<file path="src/hdl/fvse_pkg.sv">
/*
 * constants for the primary value status encoder: status byte layout,
 * quality, sub-status and limit codes, indicator and identifier timing.
 * assumes a 250 MHz core clock.
 */
package fvse_pkg;

   // =========================================================
   // status byte layout
   localparam int QUAL_MSB = 7;
   localparam int QUAL_LSB = 6;
   localparam int SUB_MSB  = 5;
   localparam int SUB_LSB  = 2;
   localparam int LIM_MSB  = 1;
   localparam int LIM_LSB  = 0;

   // =========================================================
   // quality codes
   localparam logic [1:0] Q_BAD     = 2'h0;
   localparam logic [1:0] Q_UNCERT  = 2'h1;
   localparam logic [1:0] Q_GOOD_NC = 2'h2;
   localparam logic [1:0] Q_GOOD_C  = 2'h3;

   // =========================================================
   // bad sub-status
   localparam logic [3:0] BS_NONSPEC   = 4'h0;
   localparam logic [3:0] BS_CONFIG    = 4'h1;
   localparam logic [3:0] BS_NOT_LINK  = 4'h2;
   localparam logic [3:0] BS_DEV_FAIL  = 4'h3;
   localparam logic [3:0] BS_SENS_FAIL = 4'h4;
   localparam logic [3:0] BS_COMM_LAST = 4'h5;
   localparam logic [3:0] BS_COMM_NONE = 4'h6;
   localparam logic [3:0] BS_OOS       = 4'h7;

   // =========================================================
   // uncertain sub-status
   localparam logic [3:0] US_NONSPEC   = 4'h0;
   localparam logic [3:0] US_LAST_USE  = 4'h1;
   localparam logic [3:0] US_SUBST     = 4'h2;
   localparam logic [3:0] US_INITIAL   = 4'h3;
   localparam logic [3:0] US_SENS_CONV = 4'h4;
   localparam logic [3:0] US_RANGE     = 4'h5;
   localparam logic [3:0] US_SUBNORMAL = 4'h6;

   // =========================================================
   // good non-cascade sub-status and critical alarm priority threshold
   localparam logic [3:0] GS_NONE       = 4'h0;
   localparam logic [3:0] GS_ACT_BLOCK  = 4'h1;
   localparam logic [3:0] GS_ACT_ADV    = 4'h2;
   localparam logic [3:0] GS_ACT_CRIT   = 4'h3;
   localparam logic [3:0] GS_UNACK_BLK  = 4'h4;
   localparam logic [3:0] GS_UNACK_ADV  = 4'h5;
   localparam logic [3:0] GS_UNACK_CRIT = 4'h6;
   localparam logic [3:0] ALARM_CRIT_PRIO = 4'h8;

   // =========================================================
   // limit codes
   localparam logic [1:0] LIM_NONE  = 2'h0;
   localparam logic [1:0] LIM_LOW   = 2'h1;
   localparam logic [1:0] LIM_HIGH  = 2'h2;
   localparam logic [1:0] LIM_CONST = 2'h3;

   // =========================================================
   // timing
   localparam int CLK_PERIOD_NS   = 4;
   localparam int BLINK_HALF_MS   = 250;
   localparam int BLINK_HALF_CYC  = (BLINK_HALF_MS * 1000000) / CLK_PERIOD_NS;
   localparam int ID_BIT_NS       = 1000;
   localparam int ID_BIT_CYC      = (ID_BIT_NS + CLK_PERIOD_NS - 1) / CLK_PERIOD_NS;
   localparam int NODE_ID_W       = 48;
   localparam int VALUE_W         = 16;

   // status byte held in reset: bad, non-specific, no limits
   localparam logic [7:0] STATUS_RST = 8'h00;

endpackage

</file>
<file path="src/hdl/fvse_blink.sv">
/*
 * free-running square wave for the flashing green indicator.
 * assumes nothing beyond the core clock and synchronous reset.
 */
`timescale 1ns/1ns
module fvse_blink #(
   parameter int HALF_CYC = 62500000
) (
   // clock and reset
   input  wire logic core_clk,
   input  wire logic srst,
   // square wave
   output logic      blink_r
);

   // =========================================================
   // half period counter
   logic [31:0] cnt_r;

   always_ff @(posedge core_clk) begin
      if (srst) begin
         cnt_r   <= 32'h0;
         blink_r <= 1'b0;
      end else if (cnt_r == 32'(HALF_CYC - 1)) begin
         cnt_r   <= 32'h0;
         blink_r <= ~blink_r;
      end else begin
         cnt_r <= cnt_r + 32'h1;
      end
   end

endmodule

</file>
<file path="src/hdl/fvse_id_sender.sv">
/*
 * serial sender for the unique node identifier, msb first, one bit per
 * bit time. assumes start is a one-cycle pulse; starts while busy are ignored.
 */
`timescale 1ns/1ns
module fvse_id_sender #(
   parameter int WIDTH   = 48,
   parameter int BIT_CYC = 250
) (
   // clock and reset
   input  wire logic             core_clk,
   input  wire logic             srst,
   // request
   input  wire logic             start,
   input  wire logic [WIDTH-1:0] node_id,
   // serial output
   output logic                  busy_r,
   output logic                  tx_bit_r,
   output logic                  tx_strobe_r
);

   // =========================================================
   // shifter
   logic [WIDTH-1:0] shift_r;
   logic [7:0]       bits_left_r;
   logic [15:0]      tick_r;

   always_ff @(posedge core_clk) begin
      if (srst) begin
         busy_r      <= 1'b0;
         shift_r     <= '0;
         bits_left_r <= 8'h0;
         tick_r      <= 16'h0;
         tx_bit_r    <= 1'b0;
         tx_strobe_r <= 1'b0;
      end else begin
         tx_strobe_r <= 1'b0;
         if (!busy_r) begin
            if (start) begin
               busy_r      <= 1'b1;
               shift_r     <= node_id;
               bits_left_r <= 8'(WIDTH);
               tick_r      <= 16'h0;
            end
         end else if (tick_r == 16'(BIT_CYC - 1)) begin
            tick_r      <= 16'h0;
            tx_bit_r    <= shift_r[WIDTH-1];
            tx_strobe_r <= 1'b1;
            shift_r     <= {shift_r[WIDTH-2:0], 1'b0};
            bits_left_r <= bits_left_r - 8'h1;
            if (bits_left_r == 8'h1) begin
               busy_r <= 1'b0;
            end
         end else begin
            tick_r <= tick_r + 16'h1;
         end
      end
   end

endmodule

</file>
<file path="src/hdl/fvse_top.sv">
/*
 * primary value status encoder with indicators, commissioning identifier
 * sender, simulate and write protect gating.
 * assumes all condition inputs are synchronous levels and request inputs
 * are one-cycle pulses on core_clk.
 */
`timescale 1ns/1ns
module fvse_top #(
   parameter int                             BLINK_HALF_CYC  = fvse_pkg::BLINK_HALF_CYC,
   parameter logic [fvse_pkg::NODE_ID_W-1:0] UNIQUE_NODE_ID  = 48'h0a1b2c3d4e5f  // arbitrary
) (
   // clock and reset
   input  wire logic                         core_clk,
   input  wire logic                         srst,
   // measured value
   input  wire logic [fvse_pkg::VALUE_W-1:0] primary_measured_value,
   // bad conditions
   input  wire logic                         blk_oos,
   input  wire logic                         dev_fail,
   input  wire logic                         sens_fail,
   input  wire logic                         cfg_err,
   input  wire logic                         not_linked,
   input  wire logic                         comm_lost,
   input  wire logic                         comm_never,
   input  wire logic                         bad_other,
   // uncertain conditions
   input  wire logic                         at_sens_limit,
   input  wire logic                         low_accuracy,
   input  wire logic                         range_viol,
   input  wire logic                         subnormal,
   input  wire logic                         initial_val,
   input  wire logic                         substitute,
   input  wire logic                         last_usable,
   input  wire logic                         uncert_other,
   // limit direction
   input  wire logic                         lim_low,
   input  wire logic                         lim_high,
   input  wire logic                         lim_const,
   // good value and alarms
   input  wire logic                         cascade,
   input  wire logic                         alarm_active,
   input  wire logic                         alarm_unack,
   input  wire logic                         alarm_is_block,
   input  wire logic [3:0]                   alarm_prio,
   // indicators sources
   input  wire logic                         dev_error,
   input  wire logic                         dev_warning,
   // commissioning
   input  wire logic                         commission_req,
   // simulate and write protect
   input  wire logic                         ff_jumper,
   input  wire logic                         sim_req_sw,
   input  wire logic                         sim_req_bus,
   input  wire logic [fvse_pkg::VALUE_W-1:0] sim_value,
   input  wire logic [7:0]                   sim_status,
   input  wire logic                         param_wr_req,
   // fieldbus value
   output logic [fvse_pkg::VALUE_W-1:0]      value_out_r,
   output logic [7:0]                        status_out_r,
   output logic                              sim_active_r,
   output logic                              param_wr_ack_r,
   output logic                              param_wr_reject_r,
   // indicators
   output logic                              led_red_r,
   output logic                              led_green_r,
   output logic                              led_orange_r,
   // node identifier serial out
   output logic                              id_bit_r,
   output logic                              id_strobe_r
);

   // =========================================================
   // status encoding
   logic [1:0] qual_nxt;
   logic [3:0] sub_nxt;
   logic [1:0] lim_nxt;
   logic [1:0] lim_dir;
   logic       alarm_crit;

   // limit direction: constant outranks a direction
   always_comb begin
      if (lim_const) begin
         lim_dir = fvse_pkg::LIM_CONST;
      end else if (lim_high) begin
         lim_dir = fvse_pkg::LIM_HIGH;
      end else if (lim_low) begin
         lim_dir = fvse_pkg::LIM_LOW;
      end else begin
         lim_dir = fvse_pkg::LIM_NONE;
      end
   end

   assign alarm_crit = (alarm_prio >= fvse_pkg::ALARM_CRIT_PRIO);

   // bad outranks uncertain outranks good; within each, the
   // condition that explains most about the value comes first
   always_comb begin
      qual_nxt = fvse_pkg::Q_GOOD_NC;
      sub_nxt  = fvse_pkg::GS_NONE;
      lim_nxt  = fvse_pkg::LIM_NONE;
      if (blk_oos) begin
         qual_nxt = fvse_pkg::Q_BAD;
         sub_nxt  = fvse_pkg::BS_OOS;
      end else if (dev_fail) begin
         qual_nxt = fvse_pkg::Q_BAD;
         sub_nxt  = fvse_pkg::BS_DEV_FAIL;
      end else if (sens_fail) begin
         qual_nxt = fvse_pkg::Q_BAD;
         sub_nxt  = fvse_pkg::BS_SENS_FAIL;
         lim_nxt  = lim_dir;
      end else if (cfg_err) begin
         qual_nxt = fvse_pkg::Q_BAD;
         sub_nxt  = fvse_pkg::BS_CONFIG;
      end else if (not_linked) begin
         qual_nxt = fvse_pkg::Q_BAD;
         sub_nxt  = fvse_pkg::BS_NOT_LINK;
      end else if (comm_never) begin
         qual_nxt = fvse_pkg::Q_BAD;
         sub_nxt  = fvse_pkg::BS_COMM_NONE;
      end else if (comm_lost) begin
         qual_nxt = fvse_pkg::Q_BAD;
         sub_nxt  = fvse_pkg::BS_COMM_LAST;
      end else if (bad_other) begin
         qual_nxt = fvse_pkg::Q_BAD;
         sub_nxt  = fvse_pkg::BS_NONSPEC;
      end else if (at_sens_limit) begin
         qual_nxt = fvse_pkg::Q_UNCERT;
         sub_nxt  = fvse_pkg::US_SENS_CONV;
         lim_nxt  = lim_dir;
      end else if (low_accuracy) begin
         qual_nxt = fvse_pkg::Q_UNCERT;
         sub_nxt  = fvse_pkg::US_SENS_CONV;
      end else if (range_viol) begin
         qual_nxt = fvse_pkg::Q_UNCERT;
         sub_nxt  = fvse_pkg::US_RANGE;
         lim_nxt  = lim_dir;
      end else if (subnormal) begin
         qual_nxt = fvse_pkg::Q_UNCERT;
         sub_nxt  = fvse_pkg::US_SUBNORMAL;
      end else if (initial_val) begin
         qual_nxt = fvse_pkg::Q_UNCERT;
         sub_nxt  = fvse_pkg::US_INITIAL;
      end else if (substitute) begin
         qual_nxt = fvse_pkg::Q_UNCERT;
         sub_nxt  = fvse_pkg::US_SUBST;
      end else if (last_usable) begin
         qual_nxt = fvse_pkg::Q_UNCERT;
         sub_nxt  = fvse_pkg::US_LAST_USE;
      end else if (uncert_other) begin
         qual_nxt = fvse_pkg::Q_UNCERT;
         sub_nxt  = fvse_pkg::US_NONSPEC;
      end else if (cascade) begin
         // alarms are not shown on the cascade path
         qual_nxt = fvse_pkg::Q_GOOD_C;
      end else if (alarm_unack) begin
         if (alarm_is_block) begin
            sub_nxt = fvse_pkg::GS_UNACK_BLK;
         end else if (alarm_crit) begin
            sub_nxt = fvse_pkg::GS_UNACK_CRIT;
         end else begin
            sub_nxt = fvse_pkg::GS_UNACK_ADV;
         end
      end else if (alarm_active) begin
         if (alarm_is_block) begin
            sub_nxt = fvse_pkg::GS_ACT_BLOCK;
         end else if (alarm_crit) begin
            sub_nxt = fvse_pkg::GS_ACT_CRIT;
         end else begin
            sub_nxt = fvse_pkg::GS_ACT_ADV;
         end
      end
   end

   // =========================================================
   // simulate: the jumper gates both request sources
   logic sim_nxt;
   assign sim_nxt = ff_jumper & (sim_req_sw | sim_req_bus);

   always_ff @(posedge core_clk) begin
      if (srst) begin
         sim_active_r <= 1'b0;
      end else begin
         sim_active_r <= sim_nxt;
      end
   end

   // =========================================================
   // value and status out, same cycle so they never tear
   always_ff @(posedge core_clk) begin
      if (srst) begin
         value_out_r  <= '0;
         status_out_r <= fvse_pkg::STATUS_RST;
      end else if (sim_nxt) begin
         value_out_r  <= sim_value;
         status_out_r <= sim_status;
      end else begin
         value_out_r  <= primary_measured_value;
         status_out_r <= {qual_nxt, sub_nxt, lim_nxt};
      end
   end

   // =========================================================
   // write protect
   always_ff @(posedge core_clk) begin
      if (srst) begin
         param_wr_ack_r    <= 1'b0;
         param_wr_reject_r <= 1'b0;
      end else begin
         param_wr_ack_r    <= param_wr_req & ~ff_jumper;
         param_wr_reject_r <= param_wr_req & ff_jumper;
      end
   end

   // =========================================================
   // commissioning identifier
   logic id_busy;

   fvse_id_sender #(
      .WIDTH   (fvse_pkg::NODE_ID_W),
      .BIT_CYC (fvse_pkg::ID_BIT_CYC)
   ) u_id_sender (
      .core_clk    (core_clk),
      .srst        (srst),
      .start       (commission_req),
      .node_id     (UNIQUE_NODE_ID),
      .busy_r      (id_busy),
      .tx_bit_r    (id_bit_r),
      .tx_strobe_r (id_strobe_r)
   );

   // =========================================================
   // indicators
   logic blink;

   fvse_blink #(
      .HALF_CYC (BLINK_HALF_CYC)
   ) u_blink (
      .core_clk (core_clk),
      .srst     (srst),
      .blink_r  (blink)
   );

   // green is off while an error stands: it only claims correct operation
   always_ff @(posedge core_clk) begin
      if (srst) begin
         led_red_r    <= 1'b0;
         led_green_r  <= 1'b0;
         led_orange_r <= 1'b0;
      end else begin
         led_red_r    <= dev_error;
         led_green_r  <= ~dev_error & (~dev_warning | blink);
         led_orange_r <= id_busy;
      end
   end

   // =========================================================
   // checks
   oos_code_a: assert property (@(posedge core_clk) disable iff (srst)
      blk_oos && !sim_nxt |=> status_out_r == 8'h1c)
      else $error("out of service not coded as bad 7");

   bad_prio_a: assert property (@(posedge core_clk) disable iff (srst)
      !blk_oos && dev_fail && !sim_nxt |=> status_out_r[7:2] == 6'h03)
      else $error("device failure not reported as bad 3");

   sens_lim_a: assert property (@(posedge core_clk) disable iff (srst)
      !blk_oos && !dev_fail && sens_fail && lim_high && !lim_const && !sim_nxt
      |=> status_out_r == 8'h12)
      else $error("sensor failure high limit wrong");

   acc_nolim_a: assert property (@(posedge core_clk) disable iff (srst)
      (qual_nxt == 2'h1) && !at_sens_limit && low_accuracy && !sim_nxt
      |=> status_out_r == 8'h50)
      else $error("reduced accuracy must set no limit bits");

   good_crit_a: assert property (@(posedge core_clk) disable iff (srst)
      (qual_nxt == 2'h2) && alarm_unack && !alarm_is_block && alarm_prio == 4'h8
      && !sim_nxt |=> status_out_r == 8'h98)
      else $error("unacknowledged critical alarm wrong");

   sim_gate_a: assert property (@(posedge core_clk) disable iff (srst)
      !ff_jumper |=> !sim_active_r)
      else $error("simulation active without jumper");

   sim_data_a: assert property (@(posedge core_clk) disable iff (srst)
      sim_active_r |-> value_out_r == $past(sim_value) && status_out_r == $past(sim_status))
      else $error("simulation values not sent");

   wr_prot_a: assert property (@(posedge core_clk) disable iff (srst)
      param_wr_req && ff_jumper |=> param_wr_reject_r && !param_wr_ack_r)
      else $error("write accepted with jumper fitted");

   red_led_a: assert property (@(posedge core_clk) disable iff (srst)
      dev_error |=> led_red_r && !led_green_r)
      else $error("error not shown on red indicator");

   green_on_a: assert property (@(posedge core_clk) disable iff (srst)
      !dev_error && !dev_warning |=> led_green_r)
      else $error("green not steady in correct operation");

   id_send_a: assert property (@(posedge core_clk) disable iff (srst)
      commission_req && !id_busy |=> id_busy ##1 led_orange_r)
      else $error("identifier transmission not started");

   wr_ack_a: assert property (@(posedge core_clk) disable iff (srst)
      param_wr_req && !ff_jumper |=> param_wr_ack_r && !param_wr_reject_r)
      else $error("write refused without jumper");

   casc_quiet_a: assert property (@(posedge core_clk) disable iff (srst)
      (qual_nxt == 2'h3) && (alarm_active || alarm_unack) && !sim_nxt |=> status_out_r == 8'hc0)
      else $error("alarm shown on cascade path");

   orange_busy_a: assert property (@(posedge core_clk) disable iff (srst)
      id_busy |=> led_orange_r)
      else $error("orange not lit while sending identifier");

   lim_const_a: assert property (@(posedge core_clk) disable iff (srst)
      !blk_oos && !dev_fail && sens_fail && lim_const && !sim_nxt |=> status_out_r[1:0] == 2'h3)
      else $error("constant limit not coded as 3");

   range_lim_a: assert property (@(posedge core_clk) disable iff (srst)
      (qual_nxt == 2'h1) && !at_sens_limit && !low_accuracy && range_viol && lim_high
      && !lim_const && !sim_nxt |=> status_out_r == 8'h56)
      else $error("range violation high limit wrong");

endmodule

</file>
<file path="config.mk">
export PLATFORM = sky130hd
export DESIGN_NAME = fvse_top
export DESIGN_NICKNAME = d
export VERILOG_FILES = /design/src/hdl/fvse_pkg.sv /design/src/hdl/fvse_blink.sv /design/src/hdl/fvse_id_sender.sv /design/src/hdl/fvse_top.sv
export SDC_FILE = /design/constraint.sdc
export NUM_CORES = 1
export LEC_CHECK = 0
export ABC_AREA = 0
export BUFFER_PORTS_ARGS = -buffer_cell sky130_fd_sc_hd__buf_4
export CORE_MARGIN = 5
export CORE_UTILIZATION = 45
export DETAILED_ROUTE_END_ITERATION = 7
export HOLD_SLACK_MARGIN = 0.08
export PLACE_DENSITY = 0.75
export SETUP_SLACK_MARGIN = 0.2
export SYNTH_ARGS = -nofsm -noshare
export SYNTH_HDL_FRONTEND = slang
export SYNTH_HIERARCHICAL = 1
export SYNTH_SLANG_ARGS = --single-unit
</file>
<file path="constraint.sdc">
create_clock -name core_clk -period 3.5 [get_ports core_clk]
set_input_delay 0.525 -clock core_clk [delete_from_list [all_inputs] [get_ports core_clk]]
set_output_delay 0.525 -clock core_clk [all_outputs]
set_load 0.01 [all_outputs]
</file>
=== Word-level counts from Yosys, hierarchy flattened ===
Cells that the tools add are included.

* Output and inout bits: 32
* Input bits: 76
* Bits in registers: 138
* Logic and storage cells: 110

* Equality and inequality tests: 4
* $add $sub $neg: 3
* Reductions and logical operators: 5
* Bitwise gates (word level): 11
* Mux-type cells: 70
* $lt $le $gt $ge: 1

{| class="wikitable"
|+ Operator list
! cell !! count
|-
| $mux W48 || 3
|-
| $mux W4 || 18
|-
| $mux W2 || 33
|-
| $mux W16 || 4
|-
| $add A32 B1 Y32 const B || 1
|-
| $eq A32 B26 Y1 const B || 1
|-
| $mux W8 || 4
|-
| $add A16 B1 Y16 const B || 1
|-
| $eq A16 B8 Y1 const B || 1
|-
| $eq A8 B1 Y1 const B || 1
|-
| $mux W1 || 8
|-
| $sub A8 B1 Y8 const B || 1
|-
| $not A1 Y1 || 5
|-
| $and A1 B1 Y1 || 4
|-
| $ge A4 B4 Y1 const B || 1
|-
| $reduce_and A2 Y1 || 2
|-
| $reduce_or A2 Y1 || 2
|-
| $ne A2 B2 Y1 const B || 1
|-
| $or A1 B1 Y1 || 2
|-
| $reduce_bool A2 Y1 || 1
|}

=== Depth between registers and ports, before layout ===
* Word-level depth: 23
* Mapped depth: 10
* Mapped depth without buffers: 7

=== By module ===
The synthesis kept the hierarchy.

{| class="wikitable"
|+ Modules (own cells, without submodules)
! module !! seq. area each (um^2) !! area an instance (um^2) !! times used !! cells each
|-
| fvse_id_sender || 1501.4 || 3555.9 || 1 || 386
|-
| fvse_blink || 660.6 || 1599.0 || 1 || 192
|-
| fvse_top || 600.6 || 1247.4 || 1 || 155
|}

=== Worst setup path after synthesis ===
No wires, ideal clock.

* Path type: register to register
* Start point: reg u_id_sender.tick_r[0]
* End point: reg u_id_sender.shift_r[7]
* Path slack: 1389 ps
* Arrival time: 1972 ps
* Stages on the path, launching flop included: 9
* Path buffers: 3
* Setup time: 138 ps
* Cell sequence: dfxtp_1 > ha_1 > or3b_2 > nor4_4 > a21bo_1 > buf_2 > buf_6 > buf_2 > a211oi_1

* Cells in the longest elaborated chain, start to end: 3

{| class="wikitable"
|+ RTL lines
! what !! RTL line !! RTL
|-
| start: declaration || fvse_id_sender.sv:26 || <nowiki>logic [15:0] tick_r;</nowiki>
|-
| start signal: assignment || fvse_id_sender.sv:55 || <nowiki>tick_r <= tick_r + 16'h1;</nowiki>
|-
| $eq A16 B8 Y1 || fvse_id_sender.sv:45 || <nowiki>end else if (tick_r == 16'(BIT_CYC - 1)) begin</nowiki>
|-
| $ne A2 B2 Y1 (no source line) || - ||
|-
| $reduce_and A2 Y1 (no source line) || - ||
|-
| end signal: assignment || fvse_id_sender.sv:41 || <nowiki>shift_r <= node_id;</nowiki>
|-
| end signal: assignment || fvse_id_sender.sv:49 || <nowiki>shift_r <= {shift_r[WIDTH-2:0], 1'b0};</nowiki>
|-
| end: declaration || fvse_id_sender.sv:24 || <nowiki>logic [WIDTH-1:0] shift_r;</nowiki>
|}

No other way between the ends.
A chain may end at the register's enable or synchronous reset.

=== Worst setup path after layout ===
* Start point: reg u_id_sender.tick_r[0]
* End point: reg u_id_sender.shift_r[37]

Same word-level chain as after synthesis.

==> metrics <==
VDD IR max=0.3620 mV; Highest Clock Rate=0.3733 GHz; layout net count=945; ys flop type=dfxtp_1; Synth Instances=around 730; Critical Path Source=u_id_sender/tick_r[0]; leading area contributor after synthesis=dfxtp_1; WP data required=3820 ps; # Post-CTS Setup Buffers=0; full die area=around 17000 um^2; WL met1=6.578 mm; top post-synthesis cells by area=dfxtp_1 (43%), mux2i_1 (7.7%), nor2_1 (5.0%); max cap viols=0; Vias/cell=5.392; num rows=43; Setup CP Type=reg -> reg; Reg clk slew, reported paths=50 ps; GP Congestion=0.8212; RSZ-0062 raised after global routing=false; # setup viols final=0; part of the Yosys area used for sequential elements=0.4315; clock tree sinks=138; sum of negative setup slack=0 ps; Synth cell types=between 60 and 70; post_cts resized=0; met3 WL post-DR=923 um; PD cells=479.9 nW/um^2; Root Buffer=clkbuf_16; die span in y=about 130 um; Critical Path Start Type=flip-flop; number of global-route vias before repair=5277; core area=roughly 14000 um^2; DRC=0; metal2 WL=between 6 and 7 mm; path type of the worst min-delay path=in -> reg; aggregate routed wire length=14.54 mm; # diodes=0; status=completed; Area growth, synth to finish=25.74%; final worst path period need=2679 ps; CTS H-Tree Depth=4; DR iter-0 viols=about 450; Tcrit/Tclk final=0.7653; clk_skew=6.231 ps; hold path startpoint=dev_error; Top Metal Used=met4; First-pass DRT Iterations=5; Hold-fix buffers, CTS=0; Slew headroom=0.3917; Setup crit end kind=flip-flop; gr usage total=0.1776; FFs w/ async S/R, synth=0; EDFF count, synth=0; Num CTS Buffers=17; crit-path cells=ha_1 -> or3b_2 -> nor4_4 -> a21bo_4 -> buf_12 -> nor2_1 -> a211oi_1; CP max stage cell=a21bo_4; Slew @ Worst Pin=between 900 and 1000 ps; antenna violation net count after detailed routing=0; initial antenna violation count=0; Ports=108; WHS=~270 ps; total gr overflow=0; critical path peak fanout=60; Final HPWL DP=between 9 and 10 mm; Leak Pwr=about 3.1 nW; clk_lat worst skew=approximately 420 ps; die width=129.3 um; fin. max-slew vios=0; Critical Path Max Stage Delay=roughly 500 ps; Initial Utilization=0.4595; reg2reg start=u_id_sender/tick_r[0]; Synth Cell Area=about 6400 um^2; Synth top area share=0.4315; yosys warns=6; first-pass GRT wire length=24.38 mm; I/O Buffers=roughly 100; Worst EP arrival=3000 ps; Syn Area/Cell=8.735 um^2; largest net degree at the start of global routing=61; CTS tree=yes; fraction of layout cells with a size suffix above 1=0.1920; WL per Instance=13.78 um; Clock Path Buffers=2; routed via count=5689; Yosys reg bits=about 140; Hold Vio Cnt, Final=0
## kinds of logic (layout without fill, tap and decap cells)
| group | Yosys count | count (layout) | synth area share |
|---|---|---|---|
| AO/OA/AOI/OAI | 167 | 167 | 0.1761 |
| XOR/XNOR | 17 | 17 | 0.02326 |
| adder cells (fa/ha/maj) | 5 | 5 | 0.009771 |
| buffers and inverters | 62 | 158 | 0.04319 |
| flip-flops | 138 | 138 | 0.4315 |
| multiplexers | 52 | 52 | 0.08188 |
| other | 2 | 48 | 0.001173 |
| AND/OR/NAND/NOR | 290 | 290 | 0.2331 |
## registers in the layout (all words and copies together), names as in the netlist, 8 cells and up
signal	count
status_out_r	8
value_out_r	16
u_id_sender/bits_left_r	8
u_id_sender/tick_r	16
u_id_sender/shift_r	48
u_blink/cnt_r	32
## final cells by class
cell class	instances	area [um^2]
clock buffers	22	475.5
clock inverters	8	117.6
inverters	17	63.81
multi-input cells	579	3556
flip-flops and latches	138	2766
well taps	180	225.2
fillers	1255	5884
repair buffers	111	845.8
## where the power goes
part / switching [W] / internal [W] / total [W]
combinational: 0.000199 / 0.000187 / 0.000387
sequential: 0.0000437 / 0.00165 / 0.00169
clock: 0.000619 / 0.00117 / 0.00179
total: 0.000863 / 0.00300 / 0.00386
## layout by cell type, fill, tap and decap left out, types with 3 or more instances in the layout
cell | synthesis | layout
clkbuf_1 | 22 | 3
nor4_1 | 15 | 15
or4_1 | 22 | 22
nand3_1 | 28 | 28
a21o_1 | 4 | 4
clkinv_2 | 0 | 4
and4_1 | 3 | 3
nand2b_1 | 4 | 4
nand4_1 | 16 | 16
o21ai_0 | 16 | 16
nor2_1 | 86 | 86
nand2_1 | 59 | 59
xnor2_1 | 9 | 9
or3_1 | 6 | 6
o21ai_1 | 7 | 7
nor3_1 | 19 | 19
nand3b_1 | 3 | 3
a211oi_1 | 38 | 38
dfxtp_1 | 138 | 137
buf_4 | 2 | 110
clkbuf_16 | 0 | 18
mux2_2 | 3 | 3
a211oi_2 | 10 | 10
inv_1 | 17 | 17
a31oi_1 | 8 | 8
xor2_1 | 8 | 8
mux2i_1 | 49 | 49
o31ai_1 | 13 | 12
conb_1 | 2 | 48
bufinv_16 | 0 | 3
ha_1 | 5 | 5
a21oi_1 | 51 | 51
and3_1 | 3 | 3
or2_2 | 5 | 5
## metrics by stage
stage	utilization	worst slack (ps)	instance area [um^2]	total power [W]	std cells
finish	0.5777	821.4	8050	0.003863	1055
global route	0.5777	588.7	8050	0.004034	1055
CTS	0.5777	821.5	8050	0.003911	1055
detailed placement	0.5352	835.7	7457	0.002110	1025
global placement	0.5352	899.4	7457	0.002102	1025
floorplan	-	1389	6575	0.001960	779
## synth_stat cells (9+ instances only)
| master | number |
|---|---|
| nand2_1 | 59 |
| a21oi_1 | 51 |
| xnor2_1 | 9 |
| mux2i_1 | 49 |
| o31ai_1 | 13 |
| nand3_1 | 28 |
| dfxtp_1 | 138 |
| nor4_1 | 15 |
| nor3_1 | 19 |
| a211oi_1 | 38 |
| nor2_1 | 86 |
| buf_2 | 17 |
| a211oi_2 | 10 |
| o21ai_0 | 16 |
| clkbuf_1 | 22 |
| or4_1 | 22 |
| nand4_1 | 16 |
| inv_1 | 17 |
## metal layers
layer	GRT usage	vias up
met5	0	-
met4	0.06794	0
met3	0.04534	12
met2	0.2918	152
met1	0.2248	2632
li1	-	2893
## final timing paths
kind	endpoint	slack (ps)	cells after the start
setup reg to reg	u_id_sender/shift_r[37]	820	7
hold reg to reg	u_id_sender/tx_bit_r	460	2
hold / removal	led_green_r	270	2
setup / recovery	u_id_sender/shift_r[37]	820	7
## critical path, delay by kind of cell (launching register included)
kind            cells  cell delay [ps]
compound gates      2              740
simple gates        3              910
fa+ha+maj           1              200
flops               1              410
buf+inv             1              310
Power figures use the tool's default switching activity.
